$ cat src/hdl/sac_defines.vh
// register map, field positions, reset values and timing counts for the converter control
`ifndef SAC_DEFINES_VH
`define SAC_DEFINES_VH

// register byte addresses
`define SAC_ADDR_STATUS_CONTROL 8'h3c
`define SAC_ADDR_RESULT 8'h40
`define SAC_ADDR_CLOCK_DIVIDE 8'h44
`define SAC_ADDR_PORT_DATA 8'h48
`define SAC_ADDR_PORT_DIR 8'h4c
`define SAC_ADDR_MODE 8'h50

// status/control fields
`define SAC_BIT_DONE 7
`define SAC_BIT_IRQ_EN 6
`define SAC_BIT_REPEAT 5
`define SAC_SEL_MSB 4
`define SAC_SEL_LSB 0
`define SAC_SEL_OFF 5'h1f
`define SAC_SEL_LAST_CH 5'h03

// clock divide field sits in bits 7:5
`define SAC_DIV_MSB 7
`define SAC_DIV_LSB 5
`define SAC_DIV_RESET 3'h0

// mode register bits: 0 wait, 1 stop
`define SAC_MODE_WAIT 0
`define SAC_MODE_STOP 1

// converter clocks per conversion
`define SAC_CONV_CLOCKS 16

// axi response codes
`define SAC_RESP_OKAY 2'h0
`define SAC_RESP_SLVERR 2'h2

`endif

$ cat src/hdl/sac_clock_divider.v
// prescaler that turns the bus clock into a one-cycle converter clock enable
`timescale 1ns/100ps
module sac_clock_divider (
    // clock and reset
    input wire clk,
    input wire reset,
    // control
    input wire restart,
    input wire run,
    input wire [2:0] div_code,
    // output
    output wire tick
);
    reg [3:0] count_r;
    reg [3:0] limit;

    // divide by 1, 2, 4, 8, or 16 when the top bit is set
    always @* begin
        case (div_code)
            3'h0: limit = 4'h0;
            3'h1: limit = 4'h1;
            3'h2: limit = 4'h3;
            3'h3: limit = 4'h7;
            default: limit = 4'hf;
        endcase
    end

    assign tick = run && !restart && (count_r >= limit);

    // restart aligns the first edge with the last register write
    always @(posedge clk) begin
        if (reset || restart || !run) begin
            count_r <= 4'h0;
        end else if (count_r >= limit) begin
            count_r <= 4'h0;
        end else begin
            count_r <= count_r + 4'h1;
        end
    end
endmodule // sac_clock_divider

$ cat src/hdl/sac_converter_control.v
// control of an 8-bit four-channel successive-approximation converter with axi4-lite registers
//
// Added by the designer: the AXI4-Lite interface to the registers.
`timescale 1ns/100ps
`include "sac_defines.vh"
module sac_converter_control (
    // clock and reset
    input wire clk,
    input wire reset,
    // axi4-lite write address
    input wire [7:0] s_axi_awaddr,
    input wire s_axi_awvalid,
    output wire s_axi_awready,
    // axi4-lite write data
    input wire [31:0] s_axi_wdata,
    input wire [3:0] s_axi_wstrb,
    input wire s_axi_wvalid,
    output wire s_axi_wready,
    // axi4-lite write response
    output reg [1:0] s_axi_bresp,
    output reg s_axi_bvalid,
    input wire s_axi_bready,
    // axi4-lite read address
    input wire [7:0] s_axi_araddr,
    input wire s_axi_arvalid,
    output wire s_axi_arready,
    // axi4-lite read data
    output reg [31:0] s_axi_rdata,
    output reg [1:0] s_axi_rresp,
    output reg s_axi_rvalid,
    input wire s_axi_rready,
    // analog side: comparator and multiplexer
    input wire comparator_high,
    output reg [7:0] trial_code,
    output reg [1:0] selected_analog_input,
    output reg converter_power,
    output reg sample_hold,
    // port a pins 0, 1, 4, 5 (channels 0..3)
    input wire [3:0] port_pin_in,
    output wire [3:0] port_pin_out,
    output wire [3:0] port_pin_oe,
    // cpu low-power mode and interrupt
    output reg done_irq,
    output wire wake_request
);
    // state codes
    localparam ST_IDLE = 2'h0;
    localparam ST_CONVERT = 2'h1;

    // registers
    reg done_flag_r;
    reg done_irq_enable_r;
    reg repeat_convert_bit_r;
    reg [4:0] input_select_field_r;
    reg [2:0] converter_clock_divide_field_r;
    reg [3:0] port_data_r;
    reg [3:0] port_dir_r;
    reg wait_mode_r;
    reg stop_mode_r;
    reg [7:0] result_r;
    reg [1:0] state_r;
    reg [4:0] step_r;
    reg pending_r;
    reg [3:0] pin_meta_r;
    reg [3:0] pin_sync_r;
    reg [7:0] aw_addr_r;
    reg aw_held_r;
    reg [31:0] w_data_r;
    reg [3:0] w_strb_r;
    reg w_held_r;

    wire conv_tick;
    wire converter_on;
    wire write_go;
    wire [7:0] wr_addr;
    wire ctl_write;
    wire result_read;
    wire read_go;
    wire conv_done;
    reg [3:0] chan_mask;
    reg [31:0] read_value;
    reg read_ok;
    reg [3:0] pin_read;
    integer i;

    // channel codes 0..3 only; all ones or unused codes drive no pin
    assign converter_on = (input_select_field_r != `SAC_SEL_OFF) && !stop_mode_r;
    always @* begin
        chan_mask = 4'h0;
        if (input_select_field_r <= `SAC_SEL_LAST_CH) begin
            chan_mask[input_select_field_r[1:0]] = 1'b1;
        end
    end

    // the selected pin is released as an input; the rest follow the port latches
    assign port_pin_out = port_data_r & ~chan_mask;
    assign port_pin_oe = port_dir_r & ~chan_mask;

    // pins come from outside, so two flops before anything reads them
    always @(posedge clk) begin
        if (reset) begin
            pin_meta_r <= 4'h0;
            pin_sync_r <= 4'h0;
        end else begin
            pin_meta_r <= port_pin_in;
            pin_sync_r <= pin_meta_r;
        end
    end

    // read value of the port: selected pin shows 0 or the data latch
    always @* begin
        for (i = 0; i < 4; i = i + 1) begin
            if (chan_mask[i]) begin
                pin_read[i] = port_dir_r[i] ? port_data_r[i] : 1'b0;
            end else if (port_dir_r[i]) begin
                pin_read[i] = port_data_r[i];
            end else begin
                pin_read[i] = pin_sync_r[i];
            end
        end
    end

    // write channel: address and data taken in either order, held until both present
    assign s_axi_awready = !aw_held_r && !s_axi_bvalid;
    assign s_axi_wready = !w_held_r && !s_axi_bvalid;
    assign write_go = aw_held_r && w_held_r && !s_axi_bvalid;
    assign wr_addr = aw_addr_r;
    assign ctl_write = write_go && (wr_addr == `SAC_ADDR_STATUS_CONTROL) && w_strb_r[0];

    always @(posedge clk) begin
        if (reset) begin
            aw_held_r <= 1'b0;
            w_held_r <= 1'b0;
            aw_addr_r <= 8'h00;
            w_data_r <= 32'h0000_0000;
            w_strb_r <= 4'h0;
            s_axi_bvalid <= 1'b0;
            s_axi_bresp <= `SAC_RESP_OKAY;
        end else begin
            if (s_axi_awvalid && s_axi_awready) begin
                aw_held_r <= 1'b1;
                aw_addr_r <= s_axi_awaddr;
            end
            if (s_axi_wvalid && s_axi_wready) begin
                w_held_r <= 1'b1;
                w_data_r <= s_axi_wdata;
                w_strb_r <= s_axi_wstrb;
            end
            if (write_go) begin
                aw_held_r <= 1'b0;
                w_held_r <= 1'b0;
                s_axi_bvalid <= 1'b1;
                if (wr_addr == `SAC_ADDR_STATUS_CONTROL || wr_addr == `SAC_ADDR_CLOCK_DIVIDE ||
                    wr_addr == `SAC_ADDR_PORT_DATA || wr_addr == `SAC_ADDR_PORT_DIR ||
                    wr_addr == `SAC_ADDR_MODE || wr_addr == `SAC_ADDR_RESULT) begin
                    s_axi_bresp <= `SAC_RESP_OKAY;
                end else begin
                    s_axi_bresp <= `SAC_RESP_SLVERR;
                end
            end else if (s_axi_bvalid && s_axi_bready) begin
                s_axi_bvalid <= 1'b0;
            end
        end
    end

    // software-written registers; result register ignores writes
    always @(posedge clk) begin
        if (reset) begin
            done_irq_enable_r <= 1'b0;
            repeat_convert_bit_r <= 1'b0;
            input_select_field_r <= `SAC_SEL_OFF;
            converter_clock_divide_field_r <= `SAC_DIV_RESET;
            port_data_r <= 4'h0;
            port_dir_r <= 4'h0;
            wait_mode_r <= 1'b0;
            stop_mode_r <= 1'b0;
        end else if (write_go && w_strb_r[0]) begin
            if (wr_addr == `SAC_ADDR_STATUS_CONTROL) begin
                done_irq_enable_r <= w_data_r[`SAC_BIT_IRQ_EN];
                repeat_convert_bit_r <= w_data_r[`SAC_BIT_REPEAT];
                input_select_field_r <= w_data_r[`SAC_SEL_MSB:`SAC_SEL_LSB];
            end else if (wr_addr == `SAC_ADDR_CLOCK_DIVIDE) begin
                converter_clock_divide_field_r <= w_data_r[`SAC_DIV_MSB:`SAC_DIV_LSB];
            end else if (wr_addr == `SAC_ADDR_PORT_DATA) begin
                port_data_r <= w_data_r[3:0];
            end else if (wr_addr == `SAC_ADDR_PORT_DIR) begin
                port_dir_r <= w_data_r[3:0];
            end else if (wr_addr == `SAC_ADDR_MODE) begin
                wait_mode_r <= w_data_r[`SAC_MODE_WAIT];
                stop_mode_r <= w_data_r[`SAC_MODE_STOP];
            end
        end
    end

    // converter clock enable; restarted by each control write
    sac_clock_divider u_divider (
        .clk(clk),
        .reset(reset),
        .restart(ctl_write),
        .run(converter_on),
        .div_code(converter_clock_divide_field_r),
        .tick(conv_tick)
    );

    // sequencer: step 0 samples, steps 2..9 resolve bits, done on the sixteenth clock
    assign conv_done = (state_r == ST_CONVERT) && conv_tick && (step_r == 5'd15);

    always @(posedge clk) begin
        if (reset) begin
            state_r <= ST_IDLE;
            step_r <= 5'h00;
            pending_r <= 1'b0;
            trial_code <= 8'h80;
            result_r <= 8'h00;
            sample_hold <= 1'b0;
        end else if (ctl_write) begin
            // abandon any conversion and arm a fresh start on the new channel
            state_r <= ST_IDLE;
            step_r <= 5'h00;
            pending_r <= 1'b1;
            sample_hold <= 1'b0;
        end else if (!converter_on) begin
            state_r <= ST_IDLE;
            step_r <= 5'h00;
            sample_hold <= 1'b0;
            pending_r <= pending_r || (state_r == ST_CONVERT); // aborted work restarts on exit
        end else if (conv_tick) begin
            case (state_r)
                ST_IDLE: begin
                    if (pending_r) begin
                        pending_r <= 1'b0;
                        state_r <= ST_CONVERT;
                        step_r <= 5'h01;
                        sample_hold <= 1'b1;
                        trial_code <= 8'h80;
                    end
                end
                ST_CONVERT: begin
                    if (step_r >= 5'd2 && step_r <= 5'd9) begin
                        // comparator high keeps the bit; clamps fall out naturally
                        trial_code <= sar_next(trial_code, step_r[3:0], comparator_high);
                    end
                    if (step_r == 5'd15) begin
                        result_r <= trial_code;
                        step_r <= 5'h00;
                        sample_hold <= 1'b0;
                        if (repeat_convert_bit_r) begin
                            state_r <= ST_CONVERT;
                            step_r <= 5'h00;
                            trial_code <= 8'h80;
                        end else begin
                            state_r <= ST_IDLE;
                        end
                    end else begin
                        step_r <= step_r + 5'h01;
                        if (step_r == 5'h00) begin
                            sample_hold <= 1'b1;
                        end
                    end
                end
                default: state_r <= ST_IDLE;
            endcase
        end
    end

    // one bit decided per step 2..9, msb first; next trial bit set below it
    function [7:0] sar_next;
        input [7:0] code;
        input [3:0] step;
        input keep;
        reg [2:0] pos;
        reg [7:0] v;
        begin
            pos = 3'h7 - step[2:0] + 3'h2;
            v = code;
            v[pos] = keep;
            if (pos != 3'h0) begin
                v[pos - 3'h1] = 1'b1;
            end
            sar_next = v;
        end
    endfunction

    // analog mux follows the select field; power follows the select field and the stop mode bit
    always @(posedge clk) begin
        if (reset) begin
            selected_analog_input <= 2'h0;
            converter_power <= 1'b0;
        end else begin
            selected_analog_input <= input_select_field_r[1:0];
            converter_power <= converter_on;
        end
    end

    // read channel decode
    assign s_axi_arready = !s_axi_rvalid;
    assign read_go = s_axi_arvalid && s_axi_arready;
    assign result_read = read_go && (s_axi_araddr == `SAC_ADDR_RESULT);

    always @* begin
        read_ok = 1'b1;
        read_value = 32'h0000_0000;
        if (s_axi_araddr == `SAC_ADDR_STATUS_CONTROL) begin
            read_value[`SAC_BIT_DONE] = done_flag_r && !done_irq_enable_r;
            read_value[`SAC_BIT_IRQ_EN] = done_irq_enable_r;
            read_value[`SAC_BIT_REPEAT] = repeat_convert_bit_r;
            read_value[`SAC_SEL_MSB:`SAC_SEL_LSB] = input_select_field_r;
        end else if (s_axi_araddr == `SAC_ADDR_RESULT) begin
            read_value[7:0] = result_r;
        end else if (s_axi_araddr == `SAC_ADDR_CLOCK_DIVIDE) begin
            read_value[`SAC_DIV_MSB:`SAC_DIV_LSB] = converter_clock_divide_field_r;
        end else if (s_axi_araddr == `SAC_ADDR_PORT_DATA) begin
            read_value[3:0] = pin_read;
        end else if (s_axi_araddr == `SAC_ADDR_PORT_DIR) begin
            read_value[3:0] = port_dir_r;
        end else if (s_axi_araddr == `SAC_ADDR_MODE) begin
            read_value[`SAC_MODE_WAIT] = wait_mode_r;
            read_value[`SAC_MODE_STOP] = stop_mode_r;
        end else begin
            read_ok = 1'b0;
        end
    end

    always @(posedge clk) begin
        if (reset) begin
            s_axi_rvalid <= 1'b0;
            s_axi_rdata <= 32'h0000_0000;
            s_axi_rresp <= `SAC_RESP_OKAY;
        end else if (read_go) begin
            s_axi_rvalid <= 1'b1;
            s_axi_rdata <= read_value;
            s_axi_rresp <= read_ok ? `SAC_RESP_OKAY : `SAC_RESP_SLVERR;
        end else if (s_axi_rready) begin
            s_axi_rvalid <= 1'b0;
        end
    end

    // completion: flag or interrupt; a new completion beats a same-cycle result read, but a control write clears the interrupt
    always @(posedge clk) begin
        if (reset) begin
            done_flag_r <= 1'b0;
            done_irq <= 1'b0;
        end else begin
            if (conv_done && !done_irq_enable_r) begin
                done_flag_r <= 1'b1;
            end else if (result_read || done_irq_enable_r) begin
                done_flag_r <= 1'b0;
            end
            if (conv_done && done_irq_enable_r && !ctl_write) begin
                done_irq <= 1'b1;
            end else if (result_read || ctl_write) begin
                done_irq <= 1'b0;
            end
        end
    end

    // wait mode leaves the converter running; the interrupt wakes the cpu
    assign wake_request = wait_mode_r && done_irq;
endmodule // sac_converter_control

$ cat config.mk
export PLATFORM = sky130hd
export DESIGN_NAME = sac_converter_control
export DESIGN_NICKNAME = d
export VERILOG_FILES = /design/src/hdl/sac_clock_divider.v /design/src/hdl/sac_converter_control.v
export VERILOG_INCLUDE_DIRS = /design/src /design/src/hdl
export SDC_FILE = /design/constraint.sdc
export NUM_CORES = 1
export LEC_CHECK = 0
export BUFFER_PORTS_ARGS = -buffer_cell sky130_fd_sc_hd__clkbuf_2
export CORE_MARGIN = 2
export CORE_UTILIZATION = 48
export CTS_CLUSTER_SIZE = 28
export DETAILED_ROUTE_END_ITERATION = 8
export GPL_TIMING_DRIVEN = 0
export MAX_ROUTING_LAYER = met4
export PLACE_DENSITY = 0.76
export SLEW_MARGIN = 20
export SYNTH_ARGS = -nofsm -noshare
export SYNTH_HDL_FRONTEND = slang
export SYNTH_SLANG_ARGS = --single-unit
$ cat constraint.sdc
create_clock -name clk -period 2.45 [get_ports clk]
set_input_delay 0.1225 -clock clk [delete_from_list [all_inputs] [get_ports clk]]
set_output_delay 0.1225 -clock clk [all_outputs]
set_load 0.005 [all_outputs]
==> results of run 1 <==
-- placed cells by master, fill, tap and decap left out, drive strengths merged, types with 12 or more instances in the layout --
master,synthesis,layout
buf,33,33
clkbuf,16,98
nor2,58,58
nand3,21,21
conb,1,26
a21oi,30,30
mux2i,25,25
ha,15,15
inv,17,19
dlygate4sd3,0,16
o21ai,24,24
dfxtp,92,92
nand2,48,48
nor3,12,12
nor2b,22,22
a211oi,12,12
-- cells by family after synthesis --
| group | share of synthesized area |
|---|---|
| xor+xnor | 0.00390 |
| compound gates | 0.175 |
| simple gates | 0.229 |
| mux | 0.0606 |
| fa+ha+maj | 0.0417 |
| buf+inv | 0.0798 |
| flops | 0.409 |
| other cells | 0.000834 |
-- synthesized netlist by cell type (6+ instances only) --
library cell	number
nand2_1	48
or3_1	7
nor2_1	58
inv_1	17
a211oi_1	10
ha_1	15
nand2b_1	6
o21ai_0	24
nor2b_1	22
nor3_1	12
a31oi_1	11
dfxtp_1	92
clkbuf_1	16
nand3_1	21
mux2i_1	25
buf_4	26
a21oi_1	30
-- per-layer routing --
layer	GRT usage	vias up	wire (um)
met1	0.305	1941	5170
met2	0.382	179	5370
met5	-	-	0
met4	0.104	0	268
met3	0.0430	25	812
li1	-	2061	-
-- area by class of cell --
class                           count  area [um^2]  share of cell area
Sequential cell                    92         1840               0.334
Clock buffer                        9          124              0.0224
Buffer                             49          297              0.0537
Tap cell                          111          139              0.0252
Timing Repair Buffer               89          528              0.0956
Inverter                           18         67.6              0.0122
Clock inverter                      7         96.3              0.0174
Multi-Input combinational cell    391         2430               0.440
-- state kept, by name, indices dropped and copies added (netlist names), 5 cells and up --
name and count:
trial_code 8, input_select_field_r 5, result_r 8, w_data_r 8, aw_addr_r 8, s_axi_rdata 8
step_r 5
-- worst max-delay path, delay by kind of cell (launching register included) --
kind | cells | cell delay, ns
AO/OA/AOI/OAI | 3 | 0.75
AND/OR/NAND/NOR | 2 | 0.52
flip-flops | 1 | 0.37
buffers and inverters | 2 | 0.32
adder cells (fa/ha/maj) | 1 | 0.31
-- final timing paths --
kind	to	slack, ns	cells past startpoint
worst max-delay path	trial_code[7]	0.07	8
worst min-delay path	w_data_r[5]	0.001	3
worst max register to register	trial_code[7]	0.07	8
worst min register to register	pin_sync_r[2]	0.46	1
-- power breakdown --
part	internal [mW]	total, mW	leakage (nW)	switching, mW
clock	0.581	1.14	0.114	0.564
combinational	0.136	0.277	1.52	0.141
sequential	1.54	1.57	0.750	0.0334
total	2.25	2.99	2.38	0.739
-- stage by stage --
| step | setup TNS (ns) | total power [mW] | worst slack [ns] |
|---|---|---|---|
| 5_1_grt | -0.0845 | 3.10 | -0.0442 |
| 3_5_place_dp | -1.63 | 1.86 | -0.160 |
| 6_report | 0 | 2.99 | 0.0658 |
| 4_1_cts | -0.0320 | 3.00 | -0.0156 |
| 2_1_floorplan | 0 | 1.76 | 0.288 |
| 3_3_place_gp | -0.840 | 1.85 | -0.0945 |
-- repair_timing --
item                       in CTS  in global routing
hold endpoints to repair       16                  0
gates resized for setup         3                  9
setup buffers                   0                  1
setup endpoints to repair      25                 25
hold buffers                   16                  0
pin swaps                       0                  1
==> flow_summary.json, run 1 <==
{
  "critical_path.startpoint": "converter_clock_divide_field_r[2]",
  "finalNetCount": 729,
  "route.antenna.remaining_nets": 0,
  "htreeDepth": 3,
  "grt_max_degree": 17,
  "first_global_vias": 3983,
  "cts-buffers-inserted": 9,
  "netlist.top_cell.by_area": "dfxtp_1",
  "max_slew.worst_pin.slew_ns": 0.948,
  "max_cap_viol_count": 0,
  "dr_total_vias": 4206,
  "area_growth_pct": 22.8,
  "placedInstanceArea_mm2": 0.00509,
  "timing.critical_path.arrival_ns": 2.64,
  "global_route.overflow_total": 0,
  "cts_tree": "done",
  "min-delay-start": "s_axi_wdata[5]",
  "synth-warning-count": 0,
  "wirelength_mm": 11.6,
  "synthCells": 525,
  "setup_viol": 0,
  "dpl.cell_count": 733,
  "share_of_the_yosys_chip_area_belonging_to_registers": 0.409,
  "final_min_period_over_clock_period": 0.973,
  "slew_headroom": 0.359,
  "drive_above_1_share": 0.212,
  "ys_seq_elements": 92,
  "grt_antenna_before_repair": 0,
  "run_status": "finished clean",
  "dominantRegCellSynth": "dfxtp_1",
  "wl_per_cell_um": 15.2,
  "hpwlAfterDp_mm": 8.33,
  "root_buffer": "clkbuf_8",
  "groute.usage.overall": 0.242,
  "fmax_mhz": 419,
  "clk_path_buf_depth": 2,
  "layout.core_utilization": 0.603,
  "clkTransAtPathRegs_ns": 0.10,
  "synth_top_area_share": 0.409,
  "critPathLaunchType": "flop",
  "critical_path_peak_fanout": 8,
  "number_of_standard_cells_in_the_final_layout_excluding_fillers": 766,
  "syn-cell-area_mm2": 0.00450,
  "drc": 0,
  "dieArea_mm2": 0.0102,
  "chipHeight_um": 101,
  "clock_skew_ns": 0.0116,
  "clock_sink_count": 92,
  "drt_iter0_markers": 224,
  "placement.io_buffers": 72,
  "avgViaCountPerCell": 5.49,
  "period_needed_ns": 2.38,
  "required_ns": 2.71,
  "worstReg2RegStart": "converter_clock_divide_field_r[2]",
  "worstSetupPathType": "reg -> reg",
  "design.core.area_mm2": 0.00915,
  "clk_latency_ns": 0.36,
  "dr.pass1.iters": 5,
  "n_fill_cell": 785,
  "timing.final.max_slew_violations": 0,
  "placement_row_count": 35,
  "finalHoldViolations": 0,
  "total_leakage_power_nw": 2.38,
  "final_design_area_no_fill_mm2": 0.00552,
  "hold_path_class": "in -> reg",
  "n_antenna_cell": 0,
  "synth_cell_type_count": 64,
  "gp_congestion": 0.870,
  "number_of_enable_flip_flop_cells_after_synthesis": 0,
  "synthTopCellsByArea": "dfxtp_1 (41%), mux2i_1 (5.6%), nor2_1 (4.8%)",
  "postSynthAreaPerCell_um2": 8.57,
  "floorplan.initialDensity": 0.491,
  "crit_path_top_delay_cell": "or3_1",
  "crit_path_cell_trace": "or3_1 > ha_1 > o21ai_2 > a211oi_4 > buf_4 > and2_1 > buf_6 > a221o_1",
  "top_level_ports": 127,
  "floorplan.die.width_um": 101,
  "ys_async_sr_fraction": 0,
  "crit_path_end_kind": "flop",
  "grt_pass1_wl_mm": 19.0,
  "max_stage_delay_ns": 0.38,
  "finalHoldWorstSlack_ns": 0.00104,
  "irDropWorstVdd_uv": 233,
  "ratio_of_total_power_to_cell_area_mw_per_mm2": 542
}
Note: power is estimated with default switching activity, not from simulation.
==> run 2, diff against run 1 <==
Settings changed: SYNTH_HIERARCHICAL from default to 1.
==> run 2 against run 1 <==
The flow now finishes with violations (setup timing). Critical path depth is 2 higher. Synthesized cell count rose by 1.7%. Non-clock buffer count increased by 11. Critical path type unchanged.
==> flow_summary.json, run 2 <==
{
  "n_antenna_cell": 0,
  "clk_path_buf_depth": 2,
  "finalNetCount": 751,
  "root_buffer": "clkbuf_8",
  "post-route-worst-setup-slack_ns": -0.00465,
  "synth_most_common_cell": "dfxtp_1",
  "chipHeight_um": 101,
  "final_design_area_no_fill_mm2": 0.00574,
  "share_of_the_yosys_chip_area_belonging_to_registers": 0.405,
  "drc": 0,
  "clock_skew_ns": 0.0131,
  "gp_congestion": 0.921,
  "n_fill_cell": 797,
  "synthCells": 534,
  "htreeDepth": 3,
  "timing.critical_path.arrival_ns": 2.72,
  "worstSetupPathType": "reg -> reg",
  "wl_per_cell_um": 14.9,
  "cts_tree": "done",
  "placement.io_buffers": 73,
  "dp_slack_ns": -0.305,
  "synth_cell_type_count": 61,
  "synth-warning-count": 6,
  "grt_max_degree": 20,
  "first_global_vias": 3830,
  "ys_async_sr_fraction": 0,
  "grt_antenna_before_repair": 0,
  "setup_viol": 2,
  "placement_row_count": 35,
  "dominantRegCellSynth": "dfxtp_1",
  "multi_input_area_mm2": 0.00254,
  "clock_sink_count": 92,
  "placedInstanceArea_mm2": 0.00517,
  "cts-buffers-inserted": 9,
  "top_level_ports": 127,
  "total_leakage_power_nw": 2.40,
  "floorplan.initialDensity": 0.494,
  "groute.usage.overall": 0.238,
  "regToRegSetupSlack_ns": -0.005,
  "fmax_mhz": 407,
  "failed_checks": "setup timing",
  "postSynthAreaPerCell_um2": 8.51,
  "netlist.top_cell.by_area": "dfxtp_1",
  "run_status": "finished with violations",
  "drt_iter0_markers": 292,
  "grt_pass1_wl_mm": 18.6,
  "grt_setup_unrepaired": "yes",
  "hold_path_class": "in -> reg",
  "synth_top_area_share": 0.405,
  "route.antenna.remaining_nets": 0,
  "critical_path_peak_fanout": 6,
  "timing.final.max_slew_violations": 0,
  "design.core.area_mm2": 0.00920,
  "fin_total_pwr_mw": 2.86,
  "syn-cell-area_mm2": 0.00454,
  "hpwlAfterDp_mm": 8.59,
  "number_of_enable_flip_flop_cells_after_synthesis": 0,
  "dieArea_mm2": 0.0103,
  "irDropWorstVdd_uv": 437,
  "layout_common_cells": "dfxtp_1 (89), clkbuf_2 (73), nand2_1 (64)",
  "register_area_mm2": 0.00185,
  "number_of_standard_cells_in_the_final_layout_excluding_fillers": 788,
  "max_slew.worst_pin.slew_ns": 0.801,
  "area_growth_pct": 26.3,
  "clk_latency_ns": 0.37,
  "avgViaCountPerCell": 5.35,
  "ys_seq_elements": 92,
  "ratio_of_total_power_to_cell_area_mw_per_mm2": 499,
  "crit_path_end_kind": "flop",
  "synthTopCellsByArea": "dfxtp_1 (41%), mux2i_1 (6.6%), nand2_1 (5.5%)",
  "synthTopCellsByCount": "dfxtp_1 (92), nand2_1 (66), nor2_1 (65), mux2i_1 (30), a21oi_1 (28)",
  "finalHoldViolations": 0,
  "slew_headroom": 0.464,
  "dpl.cell_count": 743,
  "period_needed_ns": 2.45,
  "critPathLaunchType": "flop",
  "drive_above_1_share": 0.233,
  "global_route.overflow_total": 0,
  "clkTransAtPathRegs_ns": 0.11,
  "wirelength_mm": 11.8,
  "final_min_period_over_clock_period": 1.00,
  "floorplan.die.width_um": 101,
  "dr_total_vias": 4216,
  "dr.pass1.iters": 5,
  "max_cap_viol_count": 0,
  "required_ns": 2.72,
  "setup-tns-final_ns": -0.00492,
  "mostFrequentLayoutCell": "dfxtp_1"
}
[run 2: cell types whose count changed in the layout (fill, tap and decap cells not counted), sizes merged, moves of 6 or more]
cell	previous run	this run
and2	5	12
nor2b	22	14
nand2	48	66
nor2	58	65
o21ai	24	18
buf	33	41
[run 2: cells by family after synthesis]
group / Yosys count / synth area share
other cells: 1 / 0.000825
flops: 92 / 0.405
xor+xnor: 3 / 0.00578
mux: 30 / 0.0661
fa+ha+maj: 15 / 0.0413
compound gates: 98 / 0.149
simple gates: 231 / 0.254
buf+inv: 64 / 0.0782
[run 2: layout make-up]
| cell class | instances | area share |
|---|---|---|
| Buffer | 47 | 0.0510 |
| Clock inverter | 7 | 0.0140 |
| Inverter | 17 | 0.0122 |
| Multi-Input combinational cell | 403 | 0.443 |
| Tap cell | 111 | 0.0242 |
| Clock buffer | 9 | 0.0216 |
| Sequential cell | 92 | 0.322 |
| Timing Repair Buffer | 102 | 0.111 |
[run 2: metrics by stage]
step           hold WS, ns  utilization
2_1_floorplan        0.222            -
3_3_place_gp         0.307        0.562
3_5_place_dp         0.319        0.562
4_1_cts            0.00523        0.614
5_1_grt            0.00834        0.624
6_report           0.00444        0.624
[run 2: critical path, cell delays in order (launching register included)]
cell	delay (ns)
dfxtp_4	0.37
or3_4	0.39
ha_4	0.27
nor2_2	0.03
a21oi_2	0.18
o311a_4	0.23
o21ai_4	0.07
a211oi_4	0.32
buf_6	0.17
nand4_1	0.09
a32o_1	0.23
[run 2: worst paths after layout]
| check | start | to | cells past startpoint |
|---|---|---|---|
| worst max-delay path | converter_clock_divide_field_r[2] | trial_code[3] | 10 |
| worst min-delay path | s_axi_arvalid | s_axi_rvalid | 3 |
| worst max register to register | converter_clock_divide_field_r[2] | trial_code[3] | 10 |
| worst min register to register | pin_meta_r[3] | pin_sync_r[3] | 1 |
[run 2: power by group]
part	internal, mW	switching [mW]
registers	1.53	0.0314
logic	0.130	0.138
clock network	0.407	0.626
[run 2: metal layers]
layer	GRT usage	up-vias	part of all wire
met5	-	-	0
met4	0.0738	0	0.024
met3	0.0304	32	0.054
met2	0.382	155	0.47
met1	0.313	1923	0.45
li1	-	2106	-
[run 2: timing repair]
item / in CTS / in global routing
setup endpoints to repair: 18 / 18
cloned: 1 / 0
pin swaps: 11 / 9
buffers inserted: 6 / 2
hold buffers: 20 / 0
resized for setup: 11 / 16
endpoints found under the hold margin: 20 / 0
